[src/iq_serial_pkg.sv]
// Constants and types for the I/Q serial output port
package iq_serial_pkg;
   // Register offsets
   localparam logic [5:0] OFS_CTRL_A = 6'h18;
   localparam logic [5:0] OFS_CTRL_B = 6'h19;
   localparam logic [5:0] OFS_DIV    = 6'h1a;
   // Reset values
   localparam logic [7:0] RST_CTRL_A = 8'h12;
   localparam logic [7:0] RST_CTRL_B = 8'h07;
   localparam logic [3:0] RST_DIV    = 4'h1;
   // Control A bit positions
   localparam int B_ALT_AGC  = 7;
   localparam int B_EMB_AGC  = 6;
   localparam int B_EMB_FS   = 5;
   localparam int B_FS_TRI   = 4;
   localparam int B_FS_INV   = 3;
   localparam int B_LATE_FS  = 2;
   localparam int B_CK_TRI   = 1;
   localparam int B_CK_INV   = 0;
   // Control B bit positions
   localparam int B_FOUR_WIRE = 4;
   localparam int B_WIDTH     = 3;
   localparam int B_DS_HI     = 2;
   // Framing and timing counts
   localparam logic [3:0] SETTLE_SAMPLES = 4'd12;
   localparam logic [3:0] EMB_TAIL_LAST  = 4'd8;
   localparam logic [3:0] EMB_STOP_POS   = 4'd9;
   localparam logic [3:0] RB_BITS        = 4'd8;
   localparam int         SAMPLE_W       = 62;
   // Frame sequencer states, Gray along the embedded-sync path (DATA to IDLE without embedded sync changes both bits)
   typedef enum logic [1:0] {
      ST_IDLE = 2'b00,
      ST_LEAD = 2'b01,
      ST_DATA = 2'b11,
      ST_TAIL = 2'b10
   } frame_state_t;
endpackage

[src/two_entry_buffer.sv]
// Two-entry valid/ready buffer for sample words
`timescale 1ns/100ps
`default_nettype none
module two_entry_buffer #(
   parameter int W = 62
) (
   input  wire logic         clk_sys,
   input  wire logic         nrst,
   input  wire logic         ce,
   input  wire logic         flush,
   input  wire logic         in_valid,
   output logic              in_ready,
   input  wire logic [W-1:0] in_data,
   output logic              out_valid,
   input  wire logic         out_ready,
   output logic [W-1:0]      out_data
);
   logic [W-1:0] head_q, head_d, tail_q, tail_d;
   logic [1:0]   cnt_q, cnt_d;
   logic         rdy_q, rdy_d;
   logic         push, pop;

   assign in_ready  = rdy_q;
   assign out_valid = (cnt_q != 2'd0);
   assign out_data  = head_q;

   // Next contents; head always holds the oldest word
   always_comb begin
      push   = in_valid & rdy_q;
      pop    = out_valid & out_ready;
      head_d = head_q;
      tail_d = tail_q;
      cnt_d  = cnt_q;
      if (pop) begin
         head_d = (cnt_q == 2'd2) ? tail_q : in_data;
      end else if (push && cnt_q == 2'd0) begin
         head_d = in_data;
      end
      if (push && (cnt_q == 2'd2 || (cnt_q == 2'd1 && !pop))) begin
         tail_d = in_data;
      end
      cnt_d = cnt_q + {1'b0, push} - {1'b0, pop};
      if (flush) begin
         cnt_d = 2'd0;
      end
      rdy_d = (cnt_d != 2'd2);
   end

   // Storage registers
   always_ff @(posedge clk_sys or negedge nrst) begin
      if (!nrst) begin
         head_q <= '0;
         tail_q <= '0;
         cnt_q  <= 2'd0;
         rdy_q  <= 1'b0;
      end else if (ce) begin
         head_q <= head_d;
         tail_q <= tail_d;
         cnt_q  <= cnt_d;
         rdy_q  <= rdy_d;
      end
   end
endmodule
`default_nettype wire

[src/iq_serial_output_port.sv]
// I/Q serial output port: registers, framing, bit clock and frame sync
`timescale 1ns/100ps
`default_nettype none
module iq_serial_output_port (
   input  wire logic        clk_sys,
   input  wire logic        nrst,
   input  wire logic        ce,
   input  wire logic [5:0]  reg_addr,
   input  wire logic [7:0]  reg_wdata,
   input  wire logic        reg_wr,
   input  wire logic        reg_rd,
   output logic [7:0]       reg_rdata,
   input  wire logic        sync_clear_n,
   input  wire logic        agc_override_select,
   input  wire logic        sample_valid,
   output logic             sample_ready,
   input  wire logic [23:0] i_sample,
   input  wire logic [23:0] q_sample,
   input  wire logic [7:0]  agc_atten,
   input  wire logic [5:0]  rssi,
   input  wire logic        mod_reset_evt,
   output logic             bit_clock_out,
   output logic             bit_clock_oe,
   output logic             frame_sync_out,
   output logic             frame_sync_oe,
   output logic             serial_data_out,
   output logic             readback_data_out,
   output logic [2:0]       drive_strength,
   output logic             modulator_clear
);
   import iq_serial_pkg::*;

   // ************************************
   // Functions
   // ************************************
   // Divisor of zero behaves as one
   function automatic logic [3:0] eff_div(input logic [3:0] d);
      eff_div = (d == 4'd0) ? 4'd1 : d;
   endfunction

   // Payload bytes per frame
   function automatic logic [3:0] frame_bytes(input logic w24, input logic embed_agc_bytes, input logic alternate_agc_bytes);
      logic [3:0] n;
      n = w24 ? 4'd6 : 4'd4;
      if (embed_agc_bytes) begin
         n = n + (alternate_agc_bytes ? 4'd1 : 4'd2);
      end
      frame_bytes = n;
   endfunction

   // ************************************
   // Registers
   // ************************************
   logic [7:0] ctrl_a_q, ctrl_a_d, ctrl_b_q, ctrl_b_d, rdata_q, rdata_d, rb_q, rb_d;
   logic [3:0] div_q, div_d, rbn_q, rbn_d;
   logic       rbo_q, rbo_d;

   // Register writes, reads and serial readback
   always_comb begin
      ctrl_a_d = ctrl_a_q;
      ctrl_b_d = ctrl_b_q;
      div_d    = div_q;
      rdata_d  = rdata_q;
      rb_d     = {rb_q[6:0], 1'b0};
      rbn_d    = (rbn_q != 4'd0) ? rbn_q - 4'd1 : 4'd0;
      rbo_d    = (rbn_q != 4'd0) ? rb_q[7] : 1'b0;
      if (reg_wr && reg_addr == OFS_CTRL_A) begin
         ctrl_a_d = reg_wdata;
      end else if (reg_wr && reg_addr == OFS_CTRL_B) begin
         ctrl_b_d = {3'b000, reg_wdata[4:0]};
      end else if (reg_wr && reg_addr == OFS_DIV) begin
         div_d = reg_wdata[3:0];
      end
      if (reg_rd) begin
         if (reg_addr == OFS_CTRL_A) begin
            rdata_d = ctrl_a_q;
         end else if (reg_addr == OFS_CTRL_B) begin
            rdata_d = ctrl_b_q;
         end else if (reg_addr == OFS_DIV) begin
            rdata_d = {4'h0, div_q};
         end else begin
            rdata_d = 8'h00;
         end
         if (ctrl_b_q[B_FOUR_WIRE]) begin
            rb_d  = rdata_d;
            rbn_d = RB_BITS;
         end
      end
   end

   always_ff @(posedge clk_sys or negedge nrst) begin
      if (!nrst) begin
         ctrl_a_q <= RST_CTRL_A;
         ctrl_b_q <= RST_CTRL_B;
         div_q    <= RST_DIV;
         rdata_q  <= 8'h00;
         rb_q     <= 8'h00;
         rbn_q    <= 4'd0;
         rbo_q    <= 1'b0;
      end else if (ce) begin
         ctrl_a_q <= ctrl_a_d;
         ctrl_b_q <= ctrl_b_d;
         div_q    <= div_d;
         rdata_q  <= rdata_d;
         rb_q     <= rb_d;
         rbn_q    <= rbn_d;
         rbo_q    <= rbo_d;
      end
   end

   // ************************************
   // Sample buffer
   // ************************************
   logic [SAMPLE_W-1:0] buf_data;
   logic                buf_valid, buf_pop;

   two_entry_buffer #(.W(SAMPLE_W)) u_buf (
      .clk_sys   (clk_sys),
      .nrst      (nrst),
      .ce        (ce),
      .flush     (!sync_clear_n),
      .in_valid  (sample_valid),
      .in_ready  (sample_ready),
      .in_data   ({i_sample, q_sample, agc_atten, rssi}),
      .out_valid (buf_valid),
      .out_ready (buf_pop),
      .out_data  (buf_data)
   );

   // ************************************
   // Framing
   // ************************************
   frame_state_t state_q, state_d;
   logic [3:0]  cnt_q, cnt_d, bit_q, bit_d, byte_q, byte_d, nby_q, nby_d, settle_q, settle_d;
   logic [63:0] pay_q, pay_d;
   logic [7:0]  b0, b1, stat;
   logic [1:0]  rcnt_q, rcnt_d;
   logic        efs_q, efs_d, alt_q, alt_d, sck_d, fs_q, fs_d, dout_q, dout_d;
   logic        syncp_q, mclr_q, tick, w24, alternate_agc_bytes, embed_agc_bytes, send_stat, ck_lvl, fs_lvl, fs_raw;
   logic        bit_ckq, bit_ckoe_q, fsq_out, fsoe_q;
   logic [3:0]  dv;

   // Frame sequencing, bit clock and data bit selection
   always_comb begin
      dv       = eff_div(div_q);
      tick     = (cnt_q >= dv - 4'd1);
      cnt_d    = tick ? 4'd0 : cnt_q + 4'd1;
      // width forced to 16 by override
      w24      = ctrl_b_q[B_WIDTH] & ~agc_override_select;
      alternate_agc_bytes     = ctrl_a_q[B_ALT_AGC];
      embed_agc_bytes     = ctrl_a_q[B_EMB_AGC];
      state_d  = state_q;
      bit_d    = bit_q;
      byte_d   = byte_q;
      nby_d    = nby_q;
      pay_d    = pay_q;
      efs_d    = efs_q;
      alt_d    = alt_q;
      settle_d = settle_q;
      fs_d     = fs_q;
      dout_d   = dout_q;
      buf_pop  = 1'b0;
      // status byte and saturating reset count
      stat      = {rcnt_q, buf_data[5:0]};
      send_stat = embed_agc_bytes & (~alternate_agc_bytes | alt_q);
      rcnt_d    = rcnt_q;
      b0 = alternate_agc_bytes ? (alt_q ? {stat[7:1], 1'b1} : {buf_data[13:7], 1'b0}) : buf_data[13:6];
      b1 = alternate_agc_bytes ? 8'hff : stat;
      if (tick) begin
         fs_d = 1'b0;
         case (state_q)
            ST_IDLE: begin
               dout_d = 1'b1;
               if (buf_valid) begin
                  buf_pop = 1'b1;
                  // drop samples disturbed by the modulator reset
                  if (settle_q < SETTLE_SAMPLES) begin
                     settle_d = settle_q + 4'd1;
                  end else begin
                     // I, Q then optional bytes, MSB first
                     pay_d = w24 ? {buf_data[61:14], (embed_agc_bytes ? {b0, b1} : 16'hffff)}
                                 : {buf_data[61:46], buf_data[37:22], (embed_agc_bytes ? {b0, b1} : 16'hffff), 16'hffff};
                     // frame length from width and AGC bytes
                     nby_d   = frame_bytes(w24, embed_agc_bytes, alternate_agc_bytes);
                     efs_d   = ctrl_a_q[B_EMB_FS];
                     alt_d   = alternate_agc_bytes ? ~alt_q : 1'b0;
                     bit_d   = 4'd0;
                     byte_d  = 4'd0;
                     state_d = ST_LEAD;
                     // early sync pulse before first bit
                     fs_d    = ~ctrl_a_q[B_EMB_FS] & ~ctrl_a_q[B_LATE_FS];
                     if (send_stat) begin
                        rcnt_d = 2'd0;
                     end
                  end
               end
            end
            ST_LEAD: begin
               // late pulse aligned with first bit
               fs_d    = ~efs_q & ctrl_a_q[B_LATE_FS];
               dout_d  = efs_q ? 1'b0 : pay_q[63];
               state_d = ST_DATA;
            end
            ST_DATA: begin
               if (!efs_q) begin
                  pay_d = {pay_q[62:0], 1'b1};
                  bit_d = (bit_q == 4'd7) ? 4'd0 : bit_q + 4'd1;
                  if (bit_q == 4'd7) begin
                     byte_d = byte_q + 4'd1;
                  end
                  dout_d = pay_d[63];
                  if (bit_q == 4'd7 && byte_q == nby_q - 4'd1) begin
                     state_d = ST_IDLE;
                     dout_d  = 1'b1;
                  end
               end else begin
                  // start, eight data, stop per byte
                  if (bit_q != 4'd0 && bit_q != EMB_STOP_POS) begin
                     pay_d = {pay_q[62:0], 1'b1};
                  end
                  bit_d  = (bit_q == EMB_STOP_POS) ? 4'd0 : bit_q + 4'd1;
                  byte_d = (bit_q == EMB_STOP_POS) ? byte_q + 4'd1 : byte_q;
                  dout_d = (bit_d == 4'd0) ? 1'b0 : (bit_d == EMB_STOP_POS) ? 1'b1 : pay_d[63];
                  // idle tail after the last stop bit
                  if (bit_q == EMB_STOP_POS && byte_q == nby_q - 4'd1) begin
                     state_d = ST_TAIL;
                     bit_d   = 4'd0;
                     dout_d  = 1'b1;
                  end
               end
            end
            ST_TAIL: begin
               dout_d = 1'b1;
               bit_d  = bit_q + 4'd1;
               if (bit_q == EMB_TAIL_LAST) begin
                  state_d = ST_IDLE;
               end
            end
            default: state_d = ST_IDLE;
         endcase
      end
      // Reset events counted, set wins over clear
      if (mod_reset_evt || (syncp_q && !sync_clear_n)) begin
         rcnt_d = (rcnt_d == 2'd0) ? 2'd1 : ((rcnt_d == 2'd3) ? 2'd3 : rcnt_d + 2'd1);
      end
      // sync clears port counters and sequencer
      if (!sync_clear_n) begin
         cnt_d    = 4'd0;
         state_d  = ST_IDLE;
         bit_d    = 4'd0;
         byte_d   = 4'd0;
         settle_d = 4'd0;
         fs_d     = 1'b0;
         dout_d   = 1'b1;
      end
      // bit clock rises when a new bit starts, at divisors above one
      sck_d  = ({1'b0, cnt_d} < (({1'b0, dv} + 5'd1) >> 1));
      ck_lvl = sync_clear_n ? (sck_d ^ ctrl_a_q[B_CK_INV]) : 1'b1;
      fs_raw = fs_d ^ ctrl_a_q[B_FS_INV];
      fs_lvl = (sync_clear_n && !ctrl_a_q[B_EMB_FS]) ? fs_raw : 1'b0;
   end

   always_ff @(posedge clk_sys or negedge nrst) begin
      if (!nrst) begin
         state_q    <= ST_IDLE;
         cnt_q      <= 4'd0;
         bit_q      <= 4'd0;
         byte_q     <= 4'd0;
         nby_q      <= 4'd0;
         settle_q   <= 4'd0;
         pay_q      <= '1;
         rcnt_q     <= 2'd0;
         efs_q      <= 1'b0;
         alt_q      <= 1'b0;
         fs_q       <= 1'b0;
         dout_q     <= 1'b1;
         syncp_q    <= 1'b1;
         mclr_q     <= 1'b0;
         bit_ckq    <= 1'b1;
         bit_ckoe_q <= 1'b0;
         fsq_out    <= 1'b0;
         fsoe_q     <= 1'b0;
      end else if (ce) begin
         state_q    <= state_d;
         cnt_q      <= cnt_d;
         bit_q      <= bit_d;
         byte_q     <= byte_d;
         nby_q      <= nby_d;
         settle_q   <= settle_d;
         pay_q      <= pay_d;
         rcnt_q     <= rcnt_d;
         efs_q      <= efs_d;
         alt_q      <= alt_d;
         fs_q       <= fs_d;
         dout_q     <= dout_d;
         syncp_q    <= sync_clear_n;
         // modulator held in reset with sync
         mclr_q     <= ~sync_clear_n;
         // clock high, sync low during sync
         bit_ckq    <= ck_lvl;
         bit_ckoe_q <= ~ctrl_a_q[B_CK_TRI];
         fsq_out    <= fs_lvl;
         fsoe_q     <= ~ctrl_a_q[B_FS_TRI];
      end
   end

   // ************************************
   // Outputs
   // ************************************
   assign reg_rdata         = rdata_q;
   assign readback_data_out = rbo_q;
   assign drive_strength    = ctrl_b_q[B_DS_HI:0];
   assign bit_clock_out     = bit_ckq;
   assign bit_clock_oe      = bit_ckoe_q;
   assign frame_sync_out    = fsq_out;
   assign frame_sync_oe     = fsoe_q;
   assign serial_data_out   = dout_q;
   assign modulator_clear   = mclr_q;
endmodule
`default_nettype wire

[config.mk]
export PLATFORM = sky130hd
export DESIGN_NAME = iq_serial_output_port
export DESIGN_NICKNAME = d
export VERILOG_FILES = /design/src/iq_serial_pkg.sv /design/src/two_entry_buffer.sv /design/src/iq_serial_output_port.sv
export SDC_FILE = /design/constraint.sdc
export NUM_CORES = 1
export LEC_CHECK = 0
export BUFFER_PORTS_ARGS = -buffer_cell sky130_fd_sc_hd__buf_2
export CAP_MARGIN = 20
export CORE_ASPECT_RATIO = 1.25
export CORE_UTILIZATION = 55
export CTS_CLUSTER_SIZE = 16
export DETAILED_ROUTE_END_ITERATION = 8
export HOLD_SLACK_MARGIN = 0.08
export PLACE_DENSITY_LB_ADDON = 0.05
export SYNTH_ARGS = -nofsm -noshare
export SYNTH_HDL_FRONTEND = slang
export SYNTH_SLANG_ARGS = --single-unit
[constraint.sdc]
create_clock -name clk_sys -period 5.09 [get_ports clk_sys]
set_input_delay 0.2545 -clock clk_sys [delete_from_list [all_inputs] [get_ports clk_sys]]
set_output_delay 0.2545 -clock clk_sys [all_outputs]
set_load 0.01 [all_outputs]
==> flow_summary_export.csv, run 1 <==
group,metric,value,unit
outcome,outcome,"complete, but fails checks",
outcome,violations,"design-rule violations",
floorplan,rows,62,
yosys,synthesis.nets,1278,
hold_path,hold_depth,4,
pwr,pwr-share-seq,47.4,%
worst_setup_path,worstSetupStartpointType,"flop",
yosys,synth_top_area_cell,"dfrtp_1",
timing,relSlewSlack,34.1,%
global_route,grt-ovfl-total,0,
final_layout,fin_cells,1621,
routing,vias,9378,
final_layout,insertedDiodeCount,0,
yosys,synth.top_cell.area_share,36.9,%
cts,insertion_delay,0.54,ns
floorplan,dieArea,24100,um2
global_route,grt_antenna_before_repair,0,
timing,slew_viol_final,0,
yosys,synth_edf_count,0,
cts,cts.sinks,263,
timing,max_freq,259,MHz
pwr,switching_power,2.44,mW
placed_design,hpwl,18300,um
run,maxCapViolations,0,
placed_design,portBuffers,103,
global_route,grt_pass1_wl,47900,um
pwr,swShare,31.8,%
pwr,ir_drop,349,uV
worst_setup_path,r2r_cells,15,
cts,cts-root-buf,"clkbuf_16",
global_route,grt_pass1_vias,9246,
timing,final-setup-viol-count,0,
global_route,busiest_layer,"met2",
cts,htreeDepth,1,
cts,cts_tree,"yes",
cts,clk_pin_slew,0.06,ns
yosys,synth_seq_area_share,51.7,%
floorplan,start_util,56.2,%
final_layout,final_cell_area,15100,um2
timing,hold_viol_final,0,
routing,wire_per_inst,17.5,um
pwr,cellLeakagePower,6.90,nW
worst_setup_path,cp-end-kind,"flop",
timing,period_share,76.0,%
final_layout,nets,1415,
timing,tightest_slew,0.985,ns
global_route,grt_use_met1,33.4,%
pwr,powerDensity,510,nW/um2
pwr,p_comb_share,27.9,%
routing,antenna_left,0,
worst_setup_path,required,5.55,ns
worst_setup_path,cp.arrival,4.33,ns
worst_setup_path,critPathMaxFanout,8,
final_layout,layout-drive-gt1-share,26.4,%
yosys,postSynthCellCount,1175,
placed_design,dp.cells,1499,
routing,via_per_inst,5.79,
timing,clock_skew,0.00946,ns
yosys,avgSynthCellArea,11.0,um2
yosys,synthXorXnorAreaFrac,1.02,%
floorplan,die_y,173,um
yosys,synth-seq-cells,263,
yosys,yosys.area_share.simple,9.97,%
yosys,synth-compound-area-share,18.1,%
yosys,async_flop_share,100,%
yosys,synth_mux_area_share,13.3,%
timing,post-route-min-period,3.87,ns
floorplan,io_pins,104,
global_route,grt.total_usage,24.4,%
routing,finalWirelength,28400,um
global_route,met2_usage,40.8,%
floorplan,coreArea,23000,um2
routing,drc,10,
global_route,met3_usage,2.68,%
placed_design,place_area,13500,um2
cts,clock_path_buffers,3,
yosys,synthAdderAreaFrac,1.75,%
routing,drtIter0Drc,603,
pwr,p_clk_share,24.7,%
cts,postCtsSetupRepairBufs,0,
final_layout,area_delta_synth_final,16.8,%
floorplan,fp.dieW,139,um
yosys,syn_area,12900,um2
hold_path,hp-class,"in -> reg",
cts,cts_buffers,27,
timing,rsz0062_at_grt,"no",
worst_setup_path,worstSetupPathType,"reg -> reg",
global_route,grt_max_degree,125,
pwr,internal_power,5.24,mW
timing,fin_setup_tns,0,ns
yosys,synth_top_flop_cell,"dfrtp_1",
cts,hold_buffers,71,
yosys,synth_area_leaders,"dfrtp_1 (37%), dfstp_2 (15%), mux2_2 (7.1%)",
routing,first_pass_iters,7,
yosys,synth_cell_types,66,
yosys,synth_top_family_by_area,"compound AO/OA/AOI/OAI gates",
placed_design,gp_congestion,0.817,
cts,post_cts_resized,0,
yosys,synth_warnings,0,
layout make-up:
type | instances | area (um2)
Clock buffer | 42 | 772
Clock inverter | 8 | 68.8
Fill cell | 1852 | 7900
Inverter | 21 | 78.8
Multi-Input combinational cell | 810 | 5720
Sequential cell | 263 | 6670
Tap cell | 288 | 360
Timing Repair Buffer | 189 | 1390
registers in the layout (all words and copies together) (netlist names), 2 cells and up:
register and cells:
rcnt_q 2, cnt_q 4, rbn_q 4, state_q 2
bit_q 4, u_buf.tail_q 62, rb_q 8, u_buf.out_data 62
settle_q 4, nby_q 4, byte_q 4, pay_q 64
reg_rdata 8, u_buf.cnt_q 2, div_q 4, ctrl_b_q 5
ctrl_a_q 8
worst max-delay path: stages (launching register included):
cell       delay [ns]
dfrtp_1          0.48
or3_4            0.45
nor2b_1          0.16
ha_1             0.20
xnor2_1          0.13
ha_1             0.19
a21oi_1          0.35
inv_1            0.14
nor2_1           0.28
nand2_1          0.16
nor2_1           0.15
ha_1             0.25
a2111oi_0        0.43
a21oi_1          0.14
xnor2_1          0.14
o22a_1           0.16
worst paths after layout:
check / from / end / slack [ns]
worst min-delay path: reg_addr[2] / reg_rdata[1]$_DFFE_PN0P_ / 0.13
worst max-delay path: div_q[2]$_DFFE_PN0P_ / bit_clock_out$_DFFE_PN1P_ / 1.22
max in group asynchronous: nrst / u_buf.out_data[35]$_DFFE_PN0P_ / 3.47
worst max register to register: div_q[2]$_DFFE_PN0P_ / bit_clock_out$_DFFE_PN1P_ / 1.22
min in group asynchronous: nrst / reg_rdata[7]$_DFFE_PN0P_ / 0.37
worst min register to register: reg_rdata[7]$_DFFE_PN0P_ / reg_rdata[7]$_DFFE_PN0P_ / 0.47
placed cells by master, fill, tap and decap left out, types with 5 or more instances in the layout:
master,netlist,final
ha_1,18,18
and3_1,5,5
dlygate4sd3_1,0,71
nor2_1,34,34
buf_2,24,102
dfstp_2,73,73
nand2_1,162,162
nor2b_1,5,5
o31ai_1,9,9
a2bb2oi_2,30,30
dfrtp_1,190,190
inv_1,20,20
o2bb2ai_1,10,10
nand3_1,39,38
clkbuf_1,38,11
o211ai_1,5,5
mux2_1,7,7
a2bb2oi_1,16,16
o21ai_0,123,123
clkinv_2,0,6
mux2i_1,72,72
o22ai_1,48,48
a22o_1,13,13
nor3_1,12,12
clkbuf_16,0,27
o21a_1,5,5
nand2b_1,11,11
xnor2_1,12,12
mux2_2,81,81
a21oi_1,31,30
buf_4,3,12
synthesized netlist by cell type, types with 11 or more instances:
cell and n:
buf_2 24, nor2_1 34, a21oi_1 31, ha_1 18, a2bb2oi_2 30, o22ai_1 48
mux2i_1 72, nor3_1 12, nand2_1 162, dfrtp_1 190, dfstp_2 73, a22o_1 13
o21ai_0 123, xnor2_1 12, nand3_1 39, clkbuf_1 38, mux2_2 81, inv_1 20
nand2b_1 11, a2bb2oi_1 16
metrics by stage:
step / hold WS (ns) / util (%) / total power [mW] / setup WS (ns)
after CTS: 0.119 / 65.5 / 7.73 / 1.21
after detailed placement: 0.399 / 58.8 / 5.77 / 1.23
after floorplan: -0.0411 / - / 5.18 / 1.63
final: 0.132 / 65.6 / 7.68 / 1.22
after global placement: 0.414 / 58.8 / 5.69 / 1.35
after global routing: 0.168 / 65.6 / 8.16 / 0.968
cell families (layout without fill, tap and decap cells):
group	count (synthesis)	after routing
AO/OA/AOI/OAI	327	327
AND/OR/NAND/NOR	290	290
buffers and inverters	102	260
adder cells (fa/ha/maj)	18	18
XOR/XNOR	15	15
multiplexers	160	160
flip-flops	263	263
per-layer routing:
layer | routed length, um | share of wire [%] | up-vias
met5 | 0 | 0 | -
met4 | 719 | 2.5 | 0
met3 | 923 | 3.2 | 49
met2 | 13900 | 49 | 188
met1 | 12900 | 45 | 4596
li1 | - | - | 4545
power groups by stage:
stage / clock network [mW] / logic [mW] / registers, mW
after CTS: 1.93 / 2.17 / 3.63
after global placement: 0 / 2.05 / 3.64
final: 1.90 / 2.14 / 3.64
after detailed placement: 0 / 2.12 / 3.65
after floorplan: 0 / 1.72 / 3.46
after global routing: 2.02 / 2.40 / 3.75
Power figures use the tool's default switching activity.
==> run 2: changes to the inputs <==
Clock period 5.09 ns to 3.9 ns, I/O delays scaled along.
==> flow_summary_export.csv, run 2 (synthesized netlist as in run 1, its figures left out) <==
group,metric,value,unit
outcome,outcome,"finished clean",
floorplan,dieArea,24100,um2
timing,max_freq,273,MHz
pwr,ir_drop,560,uV
global_route,grt_max_degree,124,
worst_setup_path,r2r_cells,16,
worst_setup_path,crit_family,"compound AO/OA/AOI/OAI gates",
cts,clock_path_buffers,3,
global_route,grt_antenna_before_repair,0,
timing,post-route-min-period,3.67,ns
cts,insertion_delay,0.54,ns
worst_setup_path,worstSetupStartpointType,"flop",
final_layout,largest_reg_flops,64,
pwr,p_total,10.4,mW
final_layout,utilization,66.6,%
worst_setup_path,cpPeakStageDelay,0.47,ns
final_layout,final_common_cell,"dfrtp_1",
final_layout,area_delta_synth_final,18.6,%
floorplan,rows,62,
global_route,grt.total_usage,25.0,%
global_route,grt-ovfl-total,0,
final_layout,layout-drive-gt1-share,27.5,%
global_route,grt_pass1_vias,9644,
placed_design,place_area,13600,um2
hold_path,hold_depth,5,
timing,period_share,94.1,%
timing,relSlewSlack,37.5,%
worst_setup_path,r2r_start,"div_q[2]$_DFFE_PN0P_",
cts,cts.sinks,263,
worst_setup_path,required,4.36,ns
timing,clock_skew,0.0153,ns
worst_setup_path,worstSetupPathType,"reg -> reg",
routing,antenna_left,0,
placed_design,hpwl,18400,um
cts,cts_buffers,27,
routing,first_pass_iters,7,
global_route,grt_pass1_wl,49100,um
final_layout,insertedDiodeCount,0,
floorplan,start_util,56.2,%
worst_setup_path,crit_chain,"or3_4 > nor2b_1 > inv_1 > nor2_1 > a21oi_1 > ha_1 > o211ai_1 > a21oi_2 > nor2_4 > nand2_1 > nor2_1 > ha_1 > a2111oi_1 > a21oi_1 > xnor2_1 > o22a_1",
routing,vias,9474,
floorplan,die_y,173,um
worst_setup_path,cp-end-kind,"flop",
routing,wire_per_inst,17.7,um
floorplan,fp.dieW,139,um
final_layout,regMostFlops,"pay_q",
worst_setup_path,critPathBufInv,1,
timing,rsz0062_at_grt,"no",
cts,clk_pin_slew,0.06,ns
pwr,powerDensity,679,nW/um2
worst_setup_path,cp.arrival,4.13,ns
routing,drc,0,
timing,slew_viol_final,0,
floorplan,io_pins,104,
worst_setup_path,cpMaxStageDelayCell,"dfrtp_1",
hold_path,hp-start,"reg_addr[5]",
timing,hold_viol_final,0,
cts,cts_tree,"yes",
placed_design,portBuffers,103,
hold_path,hold_path_end,"reg_rdata[1]$_DFFE_PN0P_",
timing,tightest_slew,0.937,ns
final_layout,n_fill_cell,1786,
worst_setup_path,critPathMaxFanout,8,
routing,via_per_inst,5.81,
worst_setup_path,reg2reg_slack,0.23,ns
final_layout,final_cell_area,15300,um2
floorplan,coreArea,23000,um2
routing,drtIter0Drc,515,
timing,fin_setup_tns,0,ns
worst_setup_path,timing.rr.end,"bit_clock_out$_DFFE_PN1P_",
final_layout,final_cell_mix,"dfrtp_1 (190), nand2_1 (162), o21ai_0 (123), buf_2 (102), mux2_2 (81)",
timing,final-setup-viol-count,0,
cts,cts-root-buf,"clkbuf_16",
pwr,cellLeakagePower,7.02,nW
final_layout,nets,1426,
hold_path,hp-class,"in -> reg",
routing,finalWirelength,28900,um
cts,htreeDepth,1,
run,maxCapViolations,0,
placed_design,gp_congestion,0.828,
-- run 2: cell count changes in the layout (fill, tap and decap cells not counted), sizes merged --
| cell | change |
|---|---|
| buf | +11 |
| bufinv | +5 |
| clkbuf | -7 |
| clkinvlp | +2 |
-- run 2: final cells by class --
class                           instances  area (um2)  share of cell area, %
Timing Repair Buffer                  200        1490                   9.76
Tap cell                              288         360                   2.35
Multi-Input combinational cell        810        5730                   37.4
Inverter                               21        78.8                  0.515
Clock inverter                         15         233                   1.52
Clock buffer                           35         736                   4.81
Sequential cell                       263        6670                   43.6
-- run 2: worst max-delay path by stage --
stage	startpoint	end	slack, ns	cells after the start
after floorplan	div_q[2]$_DFFE_PN0P_	bit_clock_out$_DFFE_PN1P_	0.44	16
after global placement	div_q[2]$_DFFE_PN0P_	bit_clock_out$_DFFE_PN1P_	0.33	16
after detailed placement	div_q[2]$_DFFE_PN0P_	bit_clock_out$_DFFE_PN1P_	0.14	16
after CTS	div_q[2]$_DFFE_PN0P_	bit_clock_out$_DFFE_PN1P_	0.13	16
after global routing	div_q[2]$_DFFE_PN0P_	u_buf.in_ready$_DFFE_PN0P_	0.01	17
final	div_q[2]$_DFFE_PN0P_	bit_clock_out$_DFFE_PN1P_	0.23	16
-- run 2: routing by layer --
metal  vias to the layer above  share of wire, %  global-route usage (%)
met3                        58               3.7                    3.18
met1                      4649                44                    32.2
li1                       4570                 -                       -
met5                         -                 0                       0
met2                       197                49                    43.4
met4                         0               2.8                    8.47
-- run 2: worst reg2reg max path: cells and delay by family (launching register included) --
| family | cells | cell delay (ns) |
|---|---|---|
| simple gates | 6 | 1.11 |
| compound gates | 6 | 1.28 |
| xor+xnor | 1 | 0.14 |
| fa+ha+maj | 2 | 0.52 |
| buf+inv | 1 | 0.07 |
| flops | 1 | 0.47 |
-- run 2: where the power goes --
group	internal (mW)	total (mW)	switching [mW]
clock network	1.73	2.82	1.09
registers	4.00	4.74	0.736
logic	1.45	2.84	1.39
-- run 2: through the flow --
stage / worst slack, ns / instances / hold WS [ns]
final: 0.231 / 1632 / 0.106
after global routing: 0.0130 / 1632 / 0.140
after CTS: 0.127 / 1631 / 0.101
after detailed placement: 0.143 / 1510 / 0.370
after global placement: 0.329 / 1510 / 0.366
after floorplan: 0.439 / 1175 / -0.101
-- run 2: timing repair --
item / in CTS / in global routing
setup buffers: 0 / 1
resized for setup: 0 / 3
endpoints found under the setup margin: 0 / 1
hold endpoints to repair: 241 / 0
hold buffers: 71 / 0
==> run 3: changes to the inputs <==
Settings changed: ABC_AREA set to 1.
==> flow_summary_export.csv, run 3 <==
group,metric,value,unit
outcome,outcome,"finished clean",
worst_setup_path,cp-end-kind,"flop",
global_route,grt.total_usage,25.3,%
yosys,synth_top_flop_cell,"dfrtp_1",
hold_path,hp-class,"in -> reg",
final_layout,layout-drive-gt1-share,14.3,%
timing,slew_viol_final,0,
yosys,synth_most_common_cell,"nand2_1",
yosys,syn_area,13000,um2
worst_setup_path,required,4.32,ns
final_layout,largest_reg_flops,64,
cts,post_cts_resized,0,
routing,vias,10800,
yosys,synth_warnings,0,
global_route,grt_pass1_vias,10500,
cts,cts_buffers,27,
cts,cts-root-buf,"clkbuf_16",
placed_design,hpwl,19200,um
floorplan,dieArea,24300,um2
yosys,avgSynthCellArea,8.12,um2
routing,antenna_left,0,
timing,fin_setup_tns,0,ns
global_route,grt-ovfl-total,0,
worst_setup_path,worstSetupStartpointType,"flop",
yosys,synth_cell_types,44,
timing,period_share,80.1,%
final_layout,fin_cells,2048,
run,maxCapViolations,0,
cts,cts.sinks,263,
final_layout,insertedDiodeCount,0,
yosys,synth_edf_count,0,
worst_setup_path,cpPeakStageDelay,0.47,ns
global_route,grt_antenna_before_repair,0,
routing,drc,0,
timing,clock_skew,0.0119,ns
final_layout,regMostFlops,"pay_q",
cts,clk_pin_slew,0.06,ns
floorplan,coreArea,23100,um2
final_layout,final_common_cell,"nand2_1",
yosys,synth_commonest_cells,"nand2_1 (496), o21ai_0 (201), inv_1 (194), dfrtp_1 (190), dfstp_2 (73)",
cts,cts_tree,"yes",
worst_setup_path,cp.arrival,3.54,ns
placed_design,portBuffers,103,
worst_setup_path,critPathMaxFanout,12,
timing,tightest_slew,0.881,ns
placed_design,place_area,13600,um2
pwr,ir_drop,386,uV
final_layout,final_cell_mix,"nand2_1 (496), o21ai_0 (201), inv_1 (194), dfrtp_1 (190), buf_2 (102)",
routing,finalWirelength,29900,um
final_layout,nets,1843,
timing,post-route-min-period,3.12,ns
floorplan,fp.dieW,139,um
yosys,synth_top_area_cell,"dfrtp_1",
cts,postCtsSetupRepairBufs,0,
final_layout,n_fill_cell,1978,
cts,htreeDepth,1,
timing,rsz0062_at_grt,"no",
yosys,synth_area_leaders,"dfrtp_1 (37%), dfstp_2 (15%), nand2_1 (14%)",
timing,max_freq,320,MHz
worst_setup_path,crit_family,"adder cells",
global_route,grt_pass1_wl,50600,um
yosys,synth.top_cell.area_share,36.6,%
placed_design,gp_congestion,0.839,
final_layout,final_cell_area,15200,um2
yosys,postSynthCellCount,1601,
timing,final-setup-viol-count,0,
yosys,synthesis.nets,1704,
floorplan,die_y,174,um
routing,wire_per_inst,14.6,um
floorplan,io_pins,104,
routing,via_per_inst,5.26,
timing,hold_viol_final,0,
timing,relSlewSlack,41.3,%
yosys,async_flop_share,100,%
global_route,grt_max_degree,125,
yosys,synth-seq-cells,263,
worst_setup_path,cpMaxStageDelayCell,"dfrtp_1",
pwr,p_total,9.61,mW
placed_design,dp.cells,1925,
routing,first_pass_iters,5,
final_layout,area_delta_synth_final,17.1,%
final_layout,utilization,65.8,%
pwr,cellLeakagePower,7.15,nW
worst_setup_path,worstSetupPathType,"reg -> reg",
yosys,synth_seq_area_share,51.3,%
cts,clock_path_buffers,3,
worst_setup_path,critPathBufInv,4,
floorplan,start_util,56.2,%
worst_setup_path,crit_chain,"nor2_2 > nand2_1 > nand2_1 > inv_1 > ha_1 > xnor2_1 > ha_1 > a21oi_1 > nand2_4 > nand2_2 > inv_1 > ha_1 > inv_1 > ha_1 > xnor2_1 > nand2_1 > o22ai_1 > inv_1",
pwr,powerDensity,632,nW/um2
routing,drtIter0Drc,643,
floorplan,rows,62,
cts,insertion_delay,0.53,ns
[run 3: changes by cell type in the layout (fill, tap and decap cells not counted), moves of 23 or more]
| cell | previous run | this run |
|---|---|---|
| mux2_2 | 81 | 0 |
| inv_1 | 20 | 194 |
| mux2i_1 | 72 | 0 |
| o22ai_1 | 48 | 5 |
| nor2_1 | 33 | 60 |
| nand2_1 | 162 | 496 |
| o21ai_1 | 1 | 68 |
| o221ai_1 | 3 | 26 |
| a2bb2oi_2 | 30 | 0 |
| o21ai_0 | 123 | 201 |
[run 3: area by class of cell]
cell class | instances | area (um2) | area share, %
Sequential cell | 263 | 6670 | 43.8
Tap cell | 288 | 360 | 2.37
Clock inverter | 8 | 42.5 | 0.279
Multi-Input combinational cell | 1057 | 5100 | 33.5
Timing Repair Buffer | 193 | 1480 | 9.72
Clock buffer | 41 | 821 | 5.39
Inverter | 198 | 746 | 4.90
[run 3: per-stage QoR]
step / hold WS (ns) / setup slack (ns)
6_report: 0.109 / 0.776
5_1_grt: 0.126 / 0.441
4_1_cts: 0.0970 / 0.474
3_5_place_dp: 0.318 / 0.489
3_3_place_gp: 0.327 / 0.652
2_1_floorplan: -0.101 / 1.06
[run 3: cell families after synthesis]
| logic type | count (synthesis) | share of synthesized area [%] |
|---|---|---|
| AOI/OAI and AO/OA | 389 | 17.0 |
| xor gates and xnor gates | 15 | 1.01 |
| DFF | 263 | 51.3 |
| adders and majority gates | 18 | 1.73 |
| buffers and inverters | 281 | 9.47 |
| and+or+nand+nor | 635 | 19.4 |
[run 3: timing repair]
action                                  CTS  global route
hold buffers                             73             0
endpoints found under the hold margin   204             0
endpoints found under the setup margin    0             0
[run 3: final timing paths]
check | to | slack, ns | cells past startpoint | start
max | u_buf.in_ready$_DFFE_PN0P_ | 0.78 | 18 | div_q[2]$_DFFE_PN0P_
min | reg_rdata[7]$_DFFE_PN0P_ | 0.11 | 4 | reg_addr[0]
max reg2reg | u_buf.in_ready$_DFFE_PN0P_ | 0.78 | 18 | div_q[2]$_DFFE_PN0P_
min reg2reg | pay_q[34]$_DFFE_PN1P_ | 0.47 | 2 | pay_q[34]$_DFFE_PN1P_
max in group asynchronous | pay_q[7]$_DFFE_PN1P_ | 2.57 | 3 | nrst
min in group asynchronous | u_buf.tail_q[51]$_DFFE_PN0P_ | 0.31 | 2 | nrst
[run 3: routing by layer]
layer	up-vias	global-route usage, %	wire length [um]
met4	0	8.38	802
li1	5453	-	-
met5	-	0	0
met1	5044	32.2	13000
met3	52	2.60	1090
met2	214	45.1	15000
[run 3: power breakdown]
part / switching, mW / total, mW / internal (mW) / leakage [nW]
Sequential: 0.535 / 4.49 / 3.96 / 3.15
Clock: 1.06 / 2.51 / 1.45 / 0.429
Combinational: 1.59 / 2.61 / 1.02 / 3.57
Total: 3.19 / 9.61 / 6.42 / 7.15
[run 3: tightest hold or removal path, stage by stage]
cell and delay (ns):
buf_2 0.10, nor4_2 0.08, nand2_1 0.12, o21ai_0 0.09
